$ cat config.mk
export PLATFORM = sky130hd
export DESIGN_NAME = nebcp_host
export DESIGN_NICKNAME = d
export VERILOG_FILES = /design/src/include/nebcp_pkg.sv /design/src/verilog/nebcp_host.sv
export SDC_FILE = /design/constraint.sdc
export NUM_CORES = 1
export LEC_CHECK = 0
export BUFFER_PORTS_ARGS = -buffer_cell sky130_fd_sc_hd__buf_4
export CORE_MARGIN = 1
export CORE_UTILIZATION = 35
export CTS_CLUSTER_DIAMETER = 200
export CTS_CLUSTER_SIZE = 25
export DETAILED_ROUTE_END_ITERATION = 7
export SYNTH_ARGS = -nofsm -noshare
export SYNTH_HDL_FRONTEND = slang
export SYNTH_SLANG_ARGS = --single-unit
$ cat constraint.sdc
create_clock -name CLK -period 3.05 [get_ports CLK]
set_input_delay 0.1525 -clock CLK [delete_from_list [all_inputs] [get_ports CLK]]
set_output_delay 0.1525 -clock CLK [all_outputs]
set_load 0.05 [all_outputs]
$ cat src/include/nebcp_pkg.sv
package nebcp_pkg;

  // Clock rate and pin timing; least times round up to whole cycles.
  localparam int unsigned CLK_MHZ = 50;
  localparam int unsigned T_SETUP_NS = 20;
  localparam int unsigned T_PULSE_NS = 50;
  localparam int unsigned T_HOLD_NS = 30;
  localparam int unsigned T_ACC_NS = 120;
  localparam logic [7:0] T_SETUP_CYC = 8'((T_SETUP_NS * CLK_MHZ + 999) / 1000);
  localparam logic [7:0] T_PULSE_CYC = 8'((T_PULSE_NS * CLK_MHZ + 999) / 1000);
  localparam logic [7:0] T_HOLD_CYC = 8'((T_HOLD_NS * CLK_MHZ + 999) / 1000);
  localparam logic [7:0] T_ACC_CYC = 8'((T_ACC_NS * CLK_MHZ + 999) / 1000);
  // Two extra cycles cover the pin synchroniser.
  localparam logic [7:0] T_RD_CYC = 8'(T_ACC_CYC + 8'h02);

  // Command codes written on the low data byte.
  localparam logic [7:0] CMD_SUSPEND = 8'hb0;
  localparam logic [7:0] CMD_RESUME = 8'h30;
  localparam logic [7:0] CMD_RESET = 8'hf0;
  localparam logic [7:0] CMD_BC_SETUP1 = 8'heb;
  localparam logic [7:0] CMD_BC_SETUP2 = 8'h76;
  localparam logic [7:0] CMD_BC_CONFIRM = 8'h29;
  localparam logic [7:0] CMD_ERASE_SETUP = 8'h80;
  localparam logic [7:0] CMD_CHIP_CONFIRM = 8'h30;

  // Status word bits seen while polling.
  localparam int unsigned DQ_TOGGLE_BIT = 6;
  localparam int unsigned DQ_FAIL_BIT = 5;

  // Register offsets of the software port.
  localparam logic [7:0] REG_CTRL = 8'h00;
  localparam logic [7:0] REG_ADDR = 8'h04;
  localparam logic [7:0] REG_STATUS = 8'h08;
  localparam logic [7:0] REG_POLL = 8'h0c;
  localparam logic [7:0] REG_PIN = 8'h10;

  // Status register bit positions.
  localparam int unsigned ST_BUSY = 0;
  localparam int unsigned ST_SUSP = 1;
  localparam int unsigned ST_FAIL = 2;
  localparam int unsigned ST_RECHECK = 3;
  localparam int unsigned ST_WP = 4;
  localparam int unsigned ST_ACCEL = 5;
  localparam int unsigned ST_REFUSED = 6;

  // Reset value of the write-protect level (pin high, not protecting).
  localparam logic WP_RST = 1'b1;

  typedef enum logic [2:0] {
    OP_NONE, OP_RESET, OP_SUSPEND, OP_RESUME, OP_BLANK, OP_ACCEL
  } nebcp_op_t;

  typedef enum {
    S_IDLE, S_WSET, S_WPUL, S_WHLD, S_RSET, S_RSMP, S_RGAP
  } nebcp_state_t;

endpackage : nebcp_pkg

$ cat src/verilog/nebcp_host.sv
`timescale 1ns/1ps
`default_nettype none

module nebcp_host #(
  parameter int ADDR_W = 26,
  parameter int DQ_W = 16
) (
  input wire logic CLK,
  input wire logic RST_B,
  input wire logic [7:0] REG_ADDR,
  input wire logic [31:0] REG_WDATA,
  input wire logic REG_WR,
  input wire logic REG_RD,
  output logic [31:0] REG_RDATA,
  output logic [ADDR_W-1:0] FA,
  output logic [DQ_W-1:0] FDQ_O,
  output logic FDQ_OE,
  input wire logic [DQ_W-1:0] FDQ_I,
  output logic FCE_N,
  output logic FWE_N,
  output logic FOE_N,
  output logic FRST_N,
  output logic FWP,
  output logic FACCEL
);
  import nebcp_pkg::*;

  ////////////////////////////////////////////////////////////////////////////
  // Command tables.

  // Command byte for each write of an operation.
  function automatic logic [7:0] step_cmd(nebcp_op_t o, logic [1:0] s);
    logic [7:0] c;
    c = CMD_RESET;
    unique case (o)
      OP_SUSPEND: c = CMD_SUSPEND;
      OP_RESUME: c = (s == 2'h0) ? CMD_RESET : CMD_RESUME;
      OP_BLANK: c = (s == 2'h0) ? CMD_BC_SETUP1 :
                    (s == 2'h1) ? CMD_BC_SETUP2 : CMD_BC_CONFIRM;
      OP_ACCEL: c = (s == 2'h0) ? CMD_ERASE_SETUP : CMD_CHIP_CONFIRM;
      OP_RESET, OP_NONE: c = CMD_RESET;
    endcase
    return c;
  endfunction : step_cmd

  // Index of the last write in an operation (one less than its number of writes).
  function automatic logic [1:0] step_last(nebcp_op_t o);
    logic [1:0] n;
    n = 2'h0;
    unique case (o)
      OP_RESUME, OP_ACCEL: n = 2'h1;
      OP_BLANK: n = 2'h2;
      OP_RESET, OP_SUSPEND, OP_NONE: n = 2'h0;
    endcase
    return n;
  endfunction : step_last

  function automatic logic op_polls(nebcp_op_t o);
    return (o == OP_SUSPEND) || (o == OP_BLANK) || (o == OP_ACCEL);
  endfunction : op_polls

  ////////////////////////////////////////////////////////////////////////////
  // Data pin synchroniser; only the second stage is read by logic.

  logic [DQ_W-1:0] dq_s1;
  logic [DQ_W-1:0] dq_s2;

  always_ff @(posedge CLK or negedge RST_B) begin
    if (!RST_B) begin
      dq_s1 <= '0;
      dq_s2 <= '0;
    end else begin
      dq_s1 <= FDQ_I;
      dq_s2 <= dq_s1;
    end
  end

  ////////////////////////////////////////////////////////////////////////////
  // Sequencer and registers.

  nebcp_state_t state, next_state;
  nebcp_op_t op, next_op;
  logic [7:0] cnt, next_cnt;
  logic [1:0] step, next_step;
  logic [ADDR_W-1:0] blk_addr, next_blk_addr;
  logic [DQ_W-1:0] prev_word, next_prev_word;
  logic have_prev, next_have_prev;
  logic fixing, next_fixing;
  logic pdone, next_pdone;
  logic pfail, next_pfail;
  logic suspended, next_suspended;
  logic fail, next_fail;
  logic recheck, next_recheck;
  logic refused, next_refused;
  logic [31:0] next_rdata;
  logic [ADDR_W-1:0] next_fa;
  logic [DQ_W-1:0] next_fdq_o;
  logic next_fdq_oe, next_fce_n, next_fwe_n, next_foe_n, next_fwp;
  logic next_faccel;

  // Software starts an operation by writing its code while idle.
  logic start;
  nebcp_op_t req_op;
  assign req_op = nebcp_op_t'(REG_WDATA[2:0]);
  assign start = REG_WR && (REG_ADDR == REG_CTRL) && (state == S_IDLE);

  // Next values for the pin sequencer and the register file together.
  always_comb begin
    logic finish;
    logic go_write;
    logic [1:0] wstep;
    finish = 1'b0;
    go_write = 1'b0;
    wstep = 2'h0;
    next_state = state;
    next_op = op;
    next_cnt = cnt;
    next_step = step;
    next_blk_addr = blk_addr;
    next_prev_word = prev_word;
    next_have_prev = have_prev;
    next_fixing = fixing;
    next_pdone = pdone;
    next_pfail = pfail;
    next_suspended = suspended;
    next_fail = fail;
    next_recheck = recheck;
    next_refused = refused;
    next_fa = FA;
    next_fdq_o = FDQ_O;
    next_fdq_oe = FDQ_OE;
    next_fce_n = FCE_N;
    next_fwe_n = FWE_N;
    next_foe_n = FOE_N;
    next_fwp = FWP;
    next_faccel = FACCEL;
    next_rdata = '0;
    // The port shares its name with the offset, so the offset is scoped.
    if (REG_WR && REG_ADDR == nebcp_pkg::REG_ADDR) begin
      next_blk_addr = REG_WDATA[ADDR_W-1:0];
    end
    if (REG_WR && REG_ADDR == REG_PIN) begin
      next_fwp = REG_WDATA[0];
    end
    // Busy means a chip erase may be running, so no suspend is sent then.
    if (REG_WR && REG_ADDR == REG_CTRL && state != S_IDLE) begin
      next_refused = 1'b1;
    end
    unique case (state)
      S_IDLE: begin
        if (start && req_op != OP_NONE) begin
          // Codes above the last operation are refused, never decoded.
          if ((req_op == OP_RESUME && !suspended) || req_op > OP_ACCEL) begin
            next_refused = 1'b1;
          end else begin
            next_op = req_op;
            next_refused = 1'b0;
            next_fail = 1'b0;
            next_fixing = 1'b0;
            next_have_prev = 1'b0;
            if (req_op == OP_BLANK) begin
              next_recheck = 1'b0;
            end
            next_fa = blk_addr;
            next_faccel = (req_op == OP_ACCEL);
            next_fdq_o = {{(DQ_W-8){1'b0}}, step_cmd(req_op, 2'h0)};
            next_step = 2'h0;
            next_fdq_oe = 1'b1;
            next_fce_n = 1'b0;
            next_cnt = T_SETUP_CYC;
            next_state = S_WSET;
          end
        end
      end
      S_WSET: begin
        next_cnt = cnt - 8'h01;
        if (cnt == 8'h01) begin
          next_fwe_n = 1'b0;
          next_cnt = T_PULSE_CYC;
          next_state = S_WPUL;
        end
      end
      S_WPUL: begin
        next_cnt = cnt - 8'h01;
        if (cnt == 8'h01) begin
          next_fwe_n = 1'b1;
          next_cnt = T_HOLD_CYC;
          next_state = S_WHLD;
        end
      end
      S_WHLD: begin
        next_cnt = cnt - 8'h01;
        if (cnt == 8'h01) begin
          next_fce_n = 1'b1;
          next_fdq_oe = 1'b0;
          if (fixing) begin
            finish = 1'b1;
          end else if (step != step_last(op)) begin
            go_write = 1'b1;
            wstep = step + 2'h1;
          end else if (op_polls(op)) begin
            // Status reads return the polling word while busy.
            next_fce_n = 1'b0;
            next_foe_n = 1'b0;
            next_cnt = T_RD_CYC;
            next_state = S_RSET;
          end else begin
            finish = 1'b1;
          end
        end
      end
      S_RSET: begin
        next_cnt = cnt - 8'h01;
        if (cnt == 8'h01) begin
          next_state = S_RSMP;
        end
      end
      S_RSMP: begin
        // Two equal toggle bits in a row mean the controller has stopped.
        next_pdone = have_prev &&
          (dq_s2[DQ_TOGGLE_BIT] == prev_word[DQ_TOGGLE_BIT]);
        // Fail needs the flag in both reads, so array data met right after
        // the last busy word cannot pass for an error.
        next_pfail = have_prev && dq_s2[DQ_FAIL_BIT] &&
          prev_word[DQ_FAIL_BIT] &&
          (dq_s2[DQ_TOGGLE_BIT] != prev_word[DQ_TOGGLE_BIT]);
        next_prev_word = dq_s2;
        next_have_prev = 1'b1;
        next_foe_n = 1'b1;
        next_fce_n = 1'b1;
        next_cnt = T_HOLD_CYC;
        next_state = S_RGAP;
      end
      S_RGAP: begin
        next_cnt = cnt - 8'h01;
        if (cnt == 8'h01) begin
          if (pdone) begin
            finish = 1'b1;
          end else if (pfail) begin
            // Error status stays on the pins until read/reset is written.
            next_fail = 1'b1;
            next_fixing = 1'b1;
            go_write = 1'b1;
            wstep = 2'h0;
          end else begin
            next_fce_n = 1'b0;
            next_foe_n = 1'b0;
            next_cnt = T_RD_CYC;
            next_state = S_RSET;
          end
        end
      end
    endcase
    if (go_write) begin
      next_step = wstep;
      next_fdq_o = {{(DQ_W-8){1'b0}},
        (next_fixing ? CMD_RESET : step_cmd(op, wstep))};
      next_fdq_oe = 1'b1;
      next_fce_n = 1'b0;
      next_cnt = T_SETUP_CYC;
      next_state = S_WSET;
    end
    if (finish) begin
      next_state = S_IDLE;
      next_faccel = 1'b0;
      if (op == OP_SUSPEND) begin
        next_suspended = 1'b1;
      end
      if (op == OP_RESUME) begin
        next_suspended = 1'b0;
      end
      if (op == OP_ACCEL && fail) begin
        next_recheck = 1'b1;
      end
    end
    if (REG_RD) begin
      unique case (REG_ADDR)
        REG_CTRL: next_rdata = {29'h0, op};
        nebcp_pkg::REG_ADDR: next_rdata = 32'(blk_addr);
        REG_STATUS: begin
          next_rdata[ST_BUSY] = (state != S_IDLE);
          next_rdata[ST_SUSP] = suspended;
          next_rdata[ST_FAIL] = fail;
          next_rdata[ST_RECHECK] = recheck;
          next_rdata[ST_WP] = FWP;
          next_rdata[ST_ACCEL] = FACCEL;
          next_rdata[ST_REFUSED] = refused;
        end
        REG_POLL: next_rdata = 32'(prev_word);
        REG_PIN: next_rdata = {31'h0, FWP};
        default: next_rdata = '0;
      endcase
    end
  end

  // Registers only; all outputs come from here.
  always_ff @(posedge CLK or negedge RST_B) begin
    if (!RST_B) begin
      state <= S_IDLE;
      op <= OP_NONE;
      cnt <= 8'h00;
      step <= 2'h0;
      blk_addr <= '0;
      prev_word <= '0;
      have_prev <= 1'b0;
      fixing <= 1'b0;
      pdone <= 1'b0;
      pfail <= 1'b0;
      suspended <= 1'b0;
      fail <= 1'b0;
      recheck <= 1'b0;
      refused <= 1'b0;
      REG_RDATA <= 32'h0;
      FA <= '0;
      FDQ_O <= '0;
      FDQ_OE <= 1'b0;
      FCE_N <= 1'b1;
      FWE_N <= 1'b1;
      FOE_N <= 1'b1;
      FRST_N <= 1'b0;
      FWP <= WP_RST;
      FACCEL <= 1'b0;
    end else begin
      state <= next_state;
      op <= next_op;
      cnt <= next_cnt;
      step <= next_step;
      blk_addr <= next_blk_addr;
      prev_word <= next_prev_word;
      have_prev <= next_have_prev;
      fixing <= next_fixing;
      pdone <= next_pdone;
      pfail <= next_pfail;
      suspended <= next_suspended;
      fail <= next_fail;
      recheck <= next_recheck;
      refused <= next_refused;
      REG_RDATA <= next_rdata;
      FA <= next_fa;
      FDQ_O <= next_fdq_o;
      FDQ_OE <= next_fdq_oe;
      FCE_N <= next_fce_n;
      FWE_N <= next_fwe_n;
      FOE_N <= next_foe_n;
      FRST_N <= 1'b1; // Flash reset is released one edge after ours.
      FWP <= next_fwp;
      FACCEL <= next_faccel;
    end
  end
endmodule : nebcp_host

`default_nettype wire

After elaboration in Yosys (flattened, before gate mapping)
Cells that the tools add are included.
{"block": "classes", "bitwise_logic": 1, "n_addsub": 2, "reduce_logical": 51, "magnitude_cmp": 1, "n_eq_ne": 57, "muxes": 117}
{"op": "$mux W32", "n": 14}
{"op": "$pmux W32 S7", "n": 1}
{"op": "$mux W8", "n": 16}
{"op": "$eq A32 B3 Y1 const B", "n": 3}
{"op": "$eq A32 B2 Y1 const B", "n": 2}
{"op": "$logic_not A32 Y1", "n": 2}
{"op": "$mux W16", "n": 4}
{"op": "$pmux W8 S7", "n": 1}
{"op": "$mux W1", "n": 54}
{"op": "$ne A4 B4 Y1 const B", "n": 12}
{"op": "$pmux W8 S5", "n": 1}
{"op": "$pmux W19 S2", "n": 1}
{"op": "$pmux W7 S5", "n": 1}
{"op": "$eq A32 B1 Y1 const B", "n": 1}
{"op": "$pmux W8 S4", "n": 1}
{"op": "$reduce_bool A32 Y1", "n": 1}
{"op": "$mux W26", "n": 1}
{"op": "$ne A2 B2 Y1 const B", "n": 12}
{"op": "$mux W2", "n": 11}
{"op": "$ne A3 B3 Y1 const B", "n": 6}
{"op": "$eq A8 B4 Y1 const B", "n": 2}
{"op": "$reduce_bool A2 Y1", "n": 8}
{"op": "$reduce_and A3 Y1", "n": 5}
{"op": "$pmux W1 S2", "n": 7}
{"op": "other kinds (35)", "n": 62}
{"block": "word_totals", "out_inout_bits": 81, "elab_cells": 255, "register_bits": 208}

Longest topological paths before layout
Gate-level depths: netlist of the first run.
{"block": "logic_depth", "word_depth": 17, "ltp_mapped": 9}

Worst setup path before layout of the first run
Ideal clock, no wire load.
{"block": "synth_path", "path_type": "reg2reg", "start": "register cnt[1]", "end": "register cnt[3]", "slack_ps": 940, "arrival_ps": 1987, "setup_ps": 124, "stages_incl_launch_ff": 9, "n_path_buf": 1, "cell_sequence": "dfrtp_1 inv_1 ha_1 or3b_2 nor4_4 a31oi_1 buf_2 and3_1 o21bai_1"}
{"block": "synth_between", "elab_chain_len": 7}
{"item": "start: declaration", "line": "nebcp_host.sv:83", "source": "logic [7:0] cnt, next_cnt;"}
{"item": "start signal: assignment", "line": "nebcp_host.sv:326", "source": "cnt <= next_cnt;"}
{"item": "$sub A8 B1 Y8"}
{"item": "$mux W8", "line": "nebcp_host.sv:201", "source": "end else if (op_polls(op)) begin"}
{"item": "$mux W8", "line": "nebcp_host.sv:198", "source": "end else if (step != step_last(op)) begin"}
{"item": "$mux W8", "line": "nebcp_host.sv:196", "source": "if (fixing) begin"}
{"item": "$mux W8", "line": "nebcp_host.sv:193", "source": "if (cnt == 8'h01) begin"}
{"item": "$pmux W8 S7", "line": "nebcp_host.sv:149", "source": "unique case (state)"}
{"item": "$mux W8", "line": "nebcp_host.sv:254", "source": "if (go_write) begin"}
Parallel ways exist; a longest one is shown, timed or not.
A chain may end at the register's enable or synchronous reset.

Worst setup path in the final report of the first run
{"block": "layout_path", "start": "register op[2]", "end": "register FDQ_O[3]"}
{"block": "layout_between", "elab_chain_len": 17}
{"item": "start: declaration", "line": "nebcp_host.sv:82", "source": "nebcp_op_t op, next_op;"}
{"item": "start signal: assignment", "line": "nebcp_host.sv:325", "source": "op <= next_op;"}
{"item": "$eq A3 B2 Y1 (tied with other cells)", "line": "nebcp_host.sv:35, nebcp_host.sv:50"}
{"item": "$reduce_or A3 Y1 or $reduce_or A2 Y1 (tied branches)", "line": "nebcp_host.sv:50", "source": "unique case (o)"}
{"item": "$pmux W2 S3", "line": "nebcp_host.sv:50"}
{"item": "$mux W2", "line": "nebcp_host.sv:196"}
{"item": "$mux W2", "line": "nebcp_host.sv:193"}
{"item": "$mux W2", "line": "nebcp_host.sv:149"}
{"item": "$ne A2 B2 Y1", "line": "nebcp_host.sv:198"}
{"item": "$mux W2", "line": "nebcp_host.sv:198"}
{"item": "$mux W2", "line": "nebcp_host.sv:196"}
{"item": "$mux W2", "line": "nebcp_host.sv:193"}
{"item": "$mux W2"}
{"item": "$eq A2 B1 Y1", "line": "nebcp_host.sv:39", "source": "(s == 2'h1) ? CMD_BC_SETUP2 : CMD_BC_CONFIRM;"}
{"item": "$mux W7", "line": "nebcp_host.sv:39"}
{"item": "$mux W8", "line": "nebcp_host.sv:38", "source": "OP_BLANK: c = (s == 2'h0) ? CMD_BC_SETUP1 :"}
{"item": "$pmux W8 S5", "line": "nebcp_host.sv:35", "source": "unique case (o)"}
{"item": "$mux W8", "line": "nebcp_host.sv:257", "source": "(next_fixing ? CMD_RESET : step_cmd(op, wstep))};"}
{"item": "$mux W16", "line": "nebcp_host.sv:254"}
{"item": "end signal: assignment", "line": "nebcp_host.sv:340", "source": "FDQ_O <= next_fdq_o;"}
{"item": "end: declaration", "line": "nebcp_host.sv:16", "source": "output logic [DQ_W-1:0] FDQ_O,"}
Parallel ways exist; a longest one is shown, timed or not. The select of a mux whose other input is x is not followed.

==> out/qor.yml, run 1 <==
min_path_type: "in -> reg"
leakagePower_nw: 4.66
rsz0062_at_grt: "no"
cpPeakStageDelay_ps: 580
diodes: 0
crit_buf_inv: 0
final.setup.tns_ps: 0
yosys.area_share.simple_pct: 18.3
grt_pass1_wl_um: 28000
grt_pass1_vias: 5175
track_usage_pct: 17.9
die_area_um2: 20800
cp_data_required_time_ps: 3400
synth_edf_count: 0
clock_path_buffers: 2
clock_latency_ps: 430
finalPower_mw: 6.47
p_per_area_nw_per_um2: 696
chipWidth_um: 144
place_inst: 1021
yosys.area.top_type: "dfrtp_1"
num-nets-final: 879
grt_max_degree: 75
num_vias: 5329
crit_path_end_kind: "flop"
setup_slack_ps: 521
wire_per_inst_um: 16.0
drc: 0
initial_utilization_pct: 36.1
die_h_um: 144
dominantRegCellSynth: "dfrtp_1"
design.core.area_um2: 19700
cpMostUsedCell: "nor2b_1"
clock_skew_ps: 9.75
cpMaxStageDelayCell: "a31oi_1"
synthMuxAreaShare_pct: 6.55
timing.final.crit_share_pct: 82.9
htree_num_levels: 4
synth_top_family_by_area: "simple AND/OR/NAND/NOR gates"
slew_headroom_pct: 54.3
yosysMostFrequentCell: "nand2_1"
finalNonFillerCells: 1095
crit_type: "reg -> reg"
synth_seq_cells: 164
synth_fa_ha_area_share_pct: 0.353
cp-start-kind: "flop"
dp_hpwl_um: 11800
drv_slew: 0
tightest_slew_ps: 682
fin_util_pct: 47.3
hold_ws_ps: 21.2
ios: 141
rows: 51
cts_root_buffer: "clkbuf_16"
yosys_warnings: 0
via_per_inst: 4.87
pre_cts_ws_ps: 549
clkTransAtPathRegs_ps: 70
overflow: 0
syn_inst: 658
avgSynthCellArea_um2: 10.8
path_max_fanout: 14
status: "complete, no violations"
yosysSeqAreaShare_pct: 58.0
finalHoldViolCount: 0
clock-sinks: 164
portBuffers: 120
setup_viol_count_final: 0
place.gp.congestion: 0.834
synth_area_leaders: "dfrtp_1, nand2_1, mux2_4, buf_4, mux2_2"
netlist_area_um2: 7090
final_area_um2: 9290
synth_cell_types: 68
drt_iter0_drc: 420
crit_arrival_ps: 2880
synthTopCellsByCount: "nand2_1, dfrtp_1, nor2_1"
cts_resized: 0
areaGrowthSynthToFinish_pct: 31.1
worstPathCellList: "nor2b_1, a31oi_1, nand4_1, a221o_1, nor2b_1, nor3_1"
placed_area_um2: 8210
cts-buffers-inserted: 17
critPathTopFamily: "compound AO/OA/AOI/OAI gates"
min_period_ps: 2530
fmax_mhz: 395
synthArstFlopShare_pct: 100
synth_compound_area_share_pct: 11.6
synth-xor-area-share_pct: 0.371
post-cts-setup-buffer-count: 0
antenna_found_initial: 0
drive_gt1_share_pct: 26.5
antenna_left: 0
cts_tree: "done"
firstDrtPassIters: 5
yosysTopAreaCellShare_pct: 56.5
drt_wl_total_um: 17500
timing.max_cap.violations: 0
ir_drop_mv: 0.364
[timing repair]
action | 4_1_cts | 5_1_grt
hold endpoints to repair | 101 | 0
hold buffers | 42 | 0
setup endpoints to repair | 0 | 0
[tightest hold or removal path, stage by stage]
cell and delay [ps]:
buf_4 160, nand2_1 60, nand2_1 40
[layout make-up]
class,count,area [um^2]
Inverter,13,48.8
Multi-Input combinational cell,444,2690
Fill cell,1892,10400
Sequential cell,164,4110
Clock inverter,15,231
Timing Repair Buffer,177,1450
Tap cell,265,332
Clock buffer,17,425
[layer usage]
layer | share of wire [%] | wire length, um | track usage, % | up-vias
li1 | - | - | - | 2554
met1 | 46 | 8050 | 23.9 | 2608
met2 | 47 | 8240 | 27.7 | 139
met3 | 4.8 | 832 | 4.87 | 28
met4 | 2.0 | 350 | 6.76 | 0
met5 | 0 | 0 | 0 | -
[sequential cells by signal (all words and copies together) (netlist names), 2 cells and up]
name and flops:
FA 26, REG_RDATA 26, blk_addr 26, dq_s1 16
dq_s2 16, prev_word 16, cnt 8, FDQ_O 7
op 3, state 3, step 2
[power breakdown]
part	switching, mW	total, mW	internal [mW]
Combinational	0.865	1.47	0.601
Sequential	0.252	2.67	2.42
Clock	1.05	2.33	1.28
Total	2.17	6.47	4.30
[cells in the final DEF, fill, tap and decap left out, types with 7 or more instances in the layout]
master,Yosys,layout
inv_1,11,11
mux2_4,20,20
nor2_1,28,28
dfrtp_1,160,160
a22o_1,13,13
o21ai_0,23,23
nor2b_1,7,7
buf_4,18,133
dlygate4sd3_1,0,42
nand3_1,15,15
a22oi_1,8,8
nor3_1,8,8
conb_1,2,15
a21oi_1,18,18
nand2_1,162,162
mux2_2,11,11
clkbuf_16,0,17
and2_1,13,13
[logic make-up after synthesis]
| kind of cell | count (synthesis) |
|---|---|
| adder cells (fa/ha/maj) | 2 |
| buffers and inverters | 63 |
| XOR/XNOR | 3 |
| flip-flops | 164 |
| AO/OA/AOI/OAI | 114 |
| other | 2 |
| AND/OR/NAND/NOR | 275 |
| multiplexers | 35 |
[path summary, 6_finish.rpt]
check	start	end	slack (ps)	depth (start not counted)
min in group asynchronous	RST_B	FDQ_O[1]	270	2
worst min-delay path	REG_WDATA[0]	op[0]	20	3
worst max-delay path	op[2]	FDQ_O[3]	520	6
worst min register to register	dq_s1[6]	dq_s2[6]	350	0
max in group asynchronous	RST_B	prev_word[11]	1980	3
worst max register to register	op[2]	FDQ_O[3]	520	6
No activity file was read; power rests on OpenSTA's default activity.
==> run 2, diff against run 1 <==
==> constraint.sdc (replaced) <==
create_clock -name CLK -period 2.6 [get_ports CLK]
set_input_delay 0.13 -clock CLK [delete_from_list [all_inputs] [get_ports CLK]]
set_output_delay 0.13 -clock CLK [all_outputs]
set_load 0.05 [all_outputs]
==> run 2 against run 1 <==
  * Clock skew grew 2.5 ps
  * Global-route usage grew 0.32 points
  * Worst setup slack lost 310 ps
  * Die area is the same
  * Critical path depth grew 3
  * Combinational power grew 26%
  * Final area grew 0.89%
  * Via count grew 1.4%
  * Power grew 17%
  * Highest routed layer unchanged
==> out/qor.yml, run 2 (synthesis results as in run 1) <==
status: "complete, no violations"  # unchanged
clock_skew_ps: 12.2  # was 9.75 ps
chipWidth_um: 144  # unchanged
initial_utilization_pct: 36.1  # unchanged
drive_gt1_share_pct: 27.7  # was 26.5%
antenna_left: 0  # unchanged
crit_path_end_kind: "flop"  # unchanged
wire_per_inst_um: 16.0  # about the same
cpMaxStageDelayCell: "or3b_2"  # was a31oi_1
cts_resized: 0  # unchanged
slew_headroom_pct: 56.9  # was 54.3%
p_int_mw: 4.93  # was 4.30 mW
p_comb_share_pct: 24.5  # was 22.7%
drt_wl_total_um: 17800  # was 17500 um
worstPathCellList: "inv_1, ha_1, or3b_2, nor2_4, nand4_1, a221o_1, buf_4, nand2_1, o21ai_0"  # was nor2b_1, a31oi_1, nand4_1, a221o_1, nor2b_1, nor3_1
clock_path_buffers: 2  # unchanged
htree_num_levels: 4  # unchanged
clkTransAtPathRegs_ps: 70  # about the same
grt_pass1_wl_um: 28700  # was 28000 um
setup_viol_count_final: 0  # unchanged
cp_data_required_time_ps: 2900  # was 3400 ps
reg_top3: "FA x26, REG_RDATA x26, blk_addr x26"  # unchanged
min_period_ps: 2390  # was 2530 ps
portBuffers: 120  # unchanged
cts-buffers-inserted: 17  # unchanged
drt_iter0_drc: 454  # was 420
r2r_start: "cnt[1]"  # was op[2]
cts_hold_buffers: 43  # was 42
whs_path_depth: 3  # unchanged
min_path_type: "in -> reg"  # unchanged
track_usage_pct: 18.2  # was 17.9%
cts_tree: "done"  # unchanged
worstReg2RegEnd: "step[0]"  # was FDQ_O[3]
switching_share_pct: 34.5  # was 33.5%
rrSetupSlack_ps: 210  # was 520 ps
layout_common_cells: "nand2_1, dfrtp_1, buf_4"  # unchanged
cpPeakStageDelay_ps: 540  # was 580 ps
areaGrowthSynthToFinish_pct: 32.2  # was 31.1%
finalHoldViolCount: 0  # unchanged
timing.final.crit_share_pct: 91.9  # was 82.9%
num-nets-final: 894  # was 879
cts_root_buffer: "clkbuf_16"  # unchanged
p_switching_mw: 2.60  # was 2.17 mW
rsz0062_at_grt: "no"  # unchanged
hp-start: "REG_ADDR[3]"  # was REG_WDATA[0]
timing.max_cap.violations: 0  # unchanged
via_per_inst: 4.87  # about the same
layout_commonest_cell: "nand2_1"  # unchanged
min_delay_worst_endpoint: "REG_RDATA[0]"  # was op[0]
placed_area_um2: 8320  # was 8210 um^2
clkPwrFrac_pct: 34.2  # was 36.0%
drc: 0  # unchanged
final.setup.tns_ps: 0  # unchanged
path_max_fanout: 9  # was 14
place.gp.congestion: 0.872  # was 0.834
p_seq_share_pct: 41.3  # about the same
leakagePower_nw: 4.72  # was 4.66 nW
diodes: 0  # unchanged
firstDrtPassIters: 7  # was 5
p_per_area_nw_per_um2: 804  # was 696 nW/um^2
ios: 141  # unchanged
fin_util_pct: 47.7  # was 47.3%
cp-start-kind: "flop"  # unchanged
clock-sinks: 164  # unchanged
overflow: 0  # unchanged
dp_hpwl_um: 12300  # was 11800 um
post-cts-setup-buffer-count: 0  # unchanged
drv_slew: 0  # unchanged
clock_latency_ps: 440  # was 430 ps
crit_arrival_ps: 2690  # was 2880 ps
antenna_found_initial: 0  # unchanged
crit_type: "reg -> reg"  # unchanged
design.core.area_um2: 19700  # unchanged
fmax_mhz: 419  # was 395 MHz
num_vias: 5401  # was 5329
grt_max_degree: 67  # was 75
final_area_um2: 9370  # was 9290 um^2
die_area_um2: 20800  # unchanged
die_h_um: 144  # unchanged
rows: 51  # unchanged
ir_drop_mv: 0.524  # was 0.364 mV
tightest_slew_ps: 647  # was 682 ps
ff2ff_path_depth: 9  # was 6
grt_pass1_vias: 5502  # was 5175
run 2: metal layers:
layer,GRT usage (%),vias to the layer above,share of wire [%]
met3,4.37,25,5.3
met4,7.09,0,2.1
met1,23.5,2648,45
met5,0,-,0
li1,-,2576,-
met2,29.5,152,48
run 2: worst max path at each step:
stage          startpoint      end  slack, ps  depth (start not counted)
2_1_floorplan      cnt[1]   cnt[3]        490                          8
3_3_place_gp       cnt[1]  step[0]        240                          9
3_5_place_dp       cnt[1]  step[0]        220                          9
4_1_cts            cnt[1]  step[0]        210                          9
5_1_grt            cnt[1]  step[0]         60                          9
6_report           cnt[1]  step[0]        210                          9
run 2: layout make-up:
| type | count | area (um^2) |
|---|---|---|
| Clock inverter | 15 | 199 |
| Clock buffer | 17 | 425 |
| Multi-Input combinational cell | 444 | 2690 |
| Fill cell | 1858 | 10300 |
| Timing Repair Buffer | 192 | 1570 |
| Inverter | 13 | 48.8 |
| Tap cell | 265 | 332 |
| Sequential cell | 164 | 4110 |
run 2: worst max-delay path: cells and delay by family, from the launching register on:
family	cells	cell delay (ps)
flops	1	400
compound gates	2	530
simple gates	4	880
fa+ha+maj	1	150
buf+inv	2	290
run 2: power by group through the flow:
stage | sequential (mW) | clock (mW) | combinational [mW]
after global placement | 3.14 | 0 | 1.78
after global routing | 3.15 | 2.75 | 2.05
after floorplan | 3.17 | 0 | 1.21
after CTS | 3.11 | 2.64 | 1.85
final | 3.11 | 2.58 | 1.85
after detailed placement | 3.16 | 0 | 1.79
run 2: metrics by stage:
stage / setup WS (ps) / power [mW] / hold WS, ps / std cells
after detailed placement: 219 / 4.95 / 173 / 1035
after floorplan: 490 / 4.38 / -166 / 671
after global placement: 245 / 4.92 / 182 / 1035
final: 211 / 7.54 / 36.4 / 1110
after global routing: 56.1 / 7.95 / 28.7 / 1110
after CTS: 209 / 7.60 / 14.6 / 1110
==> run 3, diff against run 2 <==
--- a/config.mk
+++ b/config.mk
@@ -11,6 +11,7 @@
 export CTS_CLUSTER_DIAMETER = 200
 export CTS_CLUSTER_SIZE = 25
 export DETAILED_ROUTE_END_ITERATION = 7
+export REMOVE_ABC_BUFFERS = 1
 export SYNTH_ARGS = -nofsm -noshare
 export SYNTH_HDL_FRONTEND = slang
 export SYNTH_SLANG_ARGS = --single-unit
==> run 3 against run 2 <==
  * Power down 0.50%
  * Routed wire length down 8.2%
  * Worst setup slack worse by 31 ps
  * Hold slack worse by 14 ps
  * Sequential power about the same
  * Clock power down 3%
  * Sequential share of layout area up 0.088 points
  * First-iteration DRC count down 42%
  * Critical path type unchanged
  * Clock-buffer cell count unchanged
==> out/qor.yml, run 3 (synthesis results as in run 1) <==
status: "complete, no violations"  # unchanged
track_usage_pct: 16.6  # was 18.2%
fmax_mhz: 413  # was 419 MHz
cpPeakStageDelay_ps: 530  # was 540 ps
num_vias: 5208  # was 5401
diodes: 0  # unchanged
p_per_area_nw_per_um2: 802  # was 804 nW/um^2
fin_util_pct: 47.6  # was 47.7%
via_per_inst: 4.70  # was 4.87
post-cts-setup-buffer-count: 0  # unchanged
grt_max_degree: 78  # was 67
layout_common_cells: "nand2_1, dfrtp_1, buf_4"  # unchanged
clock-sinks: 164  # unchanged
ios: 141  # unchanged
clkTransAtPathRegs_ps: 70  # about the same
chipWidth_um: 144  # unchanged
crit_type: "reg -> reg"  # unchanged
leakagePower_nw: 4.71  # was 4.72 nW
cp-start-kind: "flop"  # unchanged
num-nets-final: 893  # was 894
place.gp.congestion: 0.850  # was 0.872
die_h_um: 144  # unchanged
die_area_um2: 20800  # unchanged
antenna_found_initial: 0  # unchanged
clock_path_buffers: 2  # unchanged
htree_num_levels: 4  # unchanged
layout_commonest_cell: "nand2_1"  # unchanged
crit_path_end_kind: "flop"  # unchanged
timing.final.crit_share_pct: 93.1  # was 91.9%
crit_arrival_ps: 2760  # was 2690 ps
grt_pass1_vias: 4969  # was 5502
wire_per_inst_um: 14.7  # was 16.0 um
overflow: 0  # unchanged
setup_viol_count_final: 0  # unchanged
drv_slew: 0  # unchanged
final_area_um2: 9350  # was 9370 um^2
antenna_left: 0  # unchanged
place_inst: 1035  # unchanged
drive_gt1_share_pct: 27.7  # about the same
dp_hpwl_um: 11100  # was 12300 um
tightest_slew_ps: 714  # was 647 ps
rrSetupSlack_ps: 180  # was 210 ps
rows: 51  # unchanged
min_period_ps: 2420  # was 2390 ps
final.setup.tns_ps: 0  # unchanged
clock_latency_ps: 430  # was 440 ps
placed_area_um2: 8330  # was 8320 um^2
portBuffers: 120  # unchanged
design.core.area_um2: 19700  # unchanged
rsz0062_at_grt: "no"  # unchanged
cp_data_required_time_ps: 2940  # was 2900 ps
slew_headroom_pct: 52.4  # was 56.9%
worstPathCellList: "inv_1, ha_1, or3b_2, nor2_4, nand4_1, a221o_1, nor2b_1, nor3_1"  # was inv_1, ha_1, or3b_2, nor2_4, nand4_1, a221o_1, buf_4, nand2_1, o21ai_0
cts-buffers-inserted: 17  # unchanged
firstDrtPassIters: 4  # was 7
finalNonFillerCells: 1109  # was 1110
min_path_type: "in -> reg"  # unchanged
finalHoldViolCount: 0  # unchanged
clock_skew_ps: 15.1  # was 12.2 ps
drt_iter0_drc: 265  # was 454
areaGrowthSynthToFinish_pct: 32.0  # was 32.2%
drt_wl_total_um: 16300  # was 17800 um
path_max_fanout: 11  # was 9
cts_root_buffer: "clkbuf_16"  # unchanged
ir_drop_mv: 0.498  # was 0.524 mV
timing.max_cap.violations: 0  # unchanged
grt_pass1_wl_um: 26400  # was 28700 um
cpMaxStageDelayCell: "or3b_2"  # unchanged
cts_tree: "done"  # unchanged
reg_top3: "FA x26, REG_RDATA x26, blk_addr x26"  # unchanged
initial_utilization_pct: 36.1  # unchanged
drc: 0  # unchanged
==> run 3: critical path, delay by kind of cell (launching register included) <==
family	cells	cell delay (ps)
and+or+nand+nor	5	1210
DFF	1	400
buffers and inverters	1	90
AOI/OAI and AO/OA	1	480
adders and majority gates	1	150
==> run 3: routing by layer <==
metal | vias up | GRT usage, % | routed length [um]
met5 | - | 0 | 0
met4 | 0 | 5.10 | 158
met3 | 10 | 3.11 | 590
met2 | 122 | 25.3 | 7620
met1 | 2495 | 23.7 | 7970
li1 | 2581 | - | -
==> run 3: final timing paths <==
path                              start       endpoint  cells past startpoint
min                        REG_WDATA[0]          op[0]                      3
max in group asynchronous         RST_B          FOE_N                      3
min reg2reg                    dq_s1[0]       dq_s2[0]                      0
max                              cnt[1]       FDQ_O[3]                      8
min in group asynchronous         RST_B  REG_RDATA[19]                      2
max reg2reg                      cnt[1]       FDQ_O[3]                      8
==> run 3: repair_timing <==
item                                   CTS  global route
resized for setup                        0             0
endpoints found under the hold margin  116             0
hold buffers                            42             0
==> run 3: area by class of cell <==
| class | instances | area (um^2) |
|---|---|---|
| clock buffers | 17 | 425 |
| clock inverters | 15 | 178 |
| fillers | 1847 | 10300 |
| inverters | 13 | 48.8 |
| multi-input cells | 444 | 2690 |
| flip-flops and latches | 164 | 4110 |
| well taps | 265 | 332 |
| repair buffers | 191 | 1570 |
==> run 3: where the power goes <==
part | internal (mW) | switching (mW)
clock network | 1.30 | 1.20
registers | 2.84 | 0.236
logic | 0.824 | 1.09
total | 4.97 | 2.53
==> run 3: stage by stage <==
| step | hold WS [ps] | total power [mW] | worst slack (ps) |
|---|---|---|---|
| after floorplan | -166 | 4.29 | 205 |
| after global placement | 210 | 4.99 | 203 |
| after detailed placement | 210 | 5.01 | 188 |
| after CTS | 4.22 | 7.58 | 163 |
| after global routing | 17.0 | 7.92 | 20.1 |
| final | 22.5 | 7.50 | 179 |
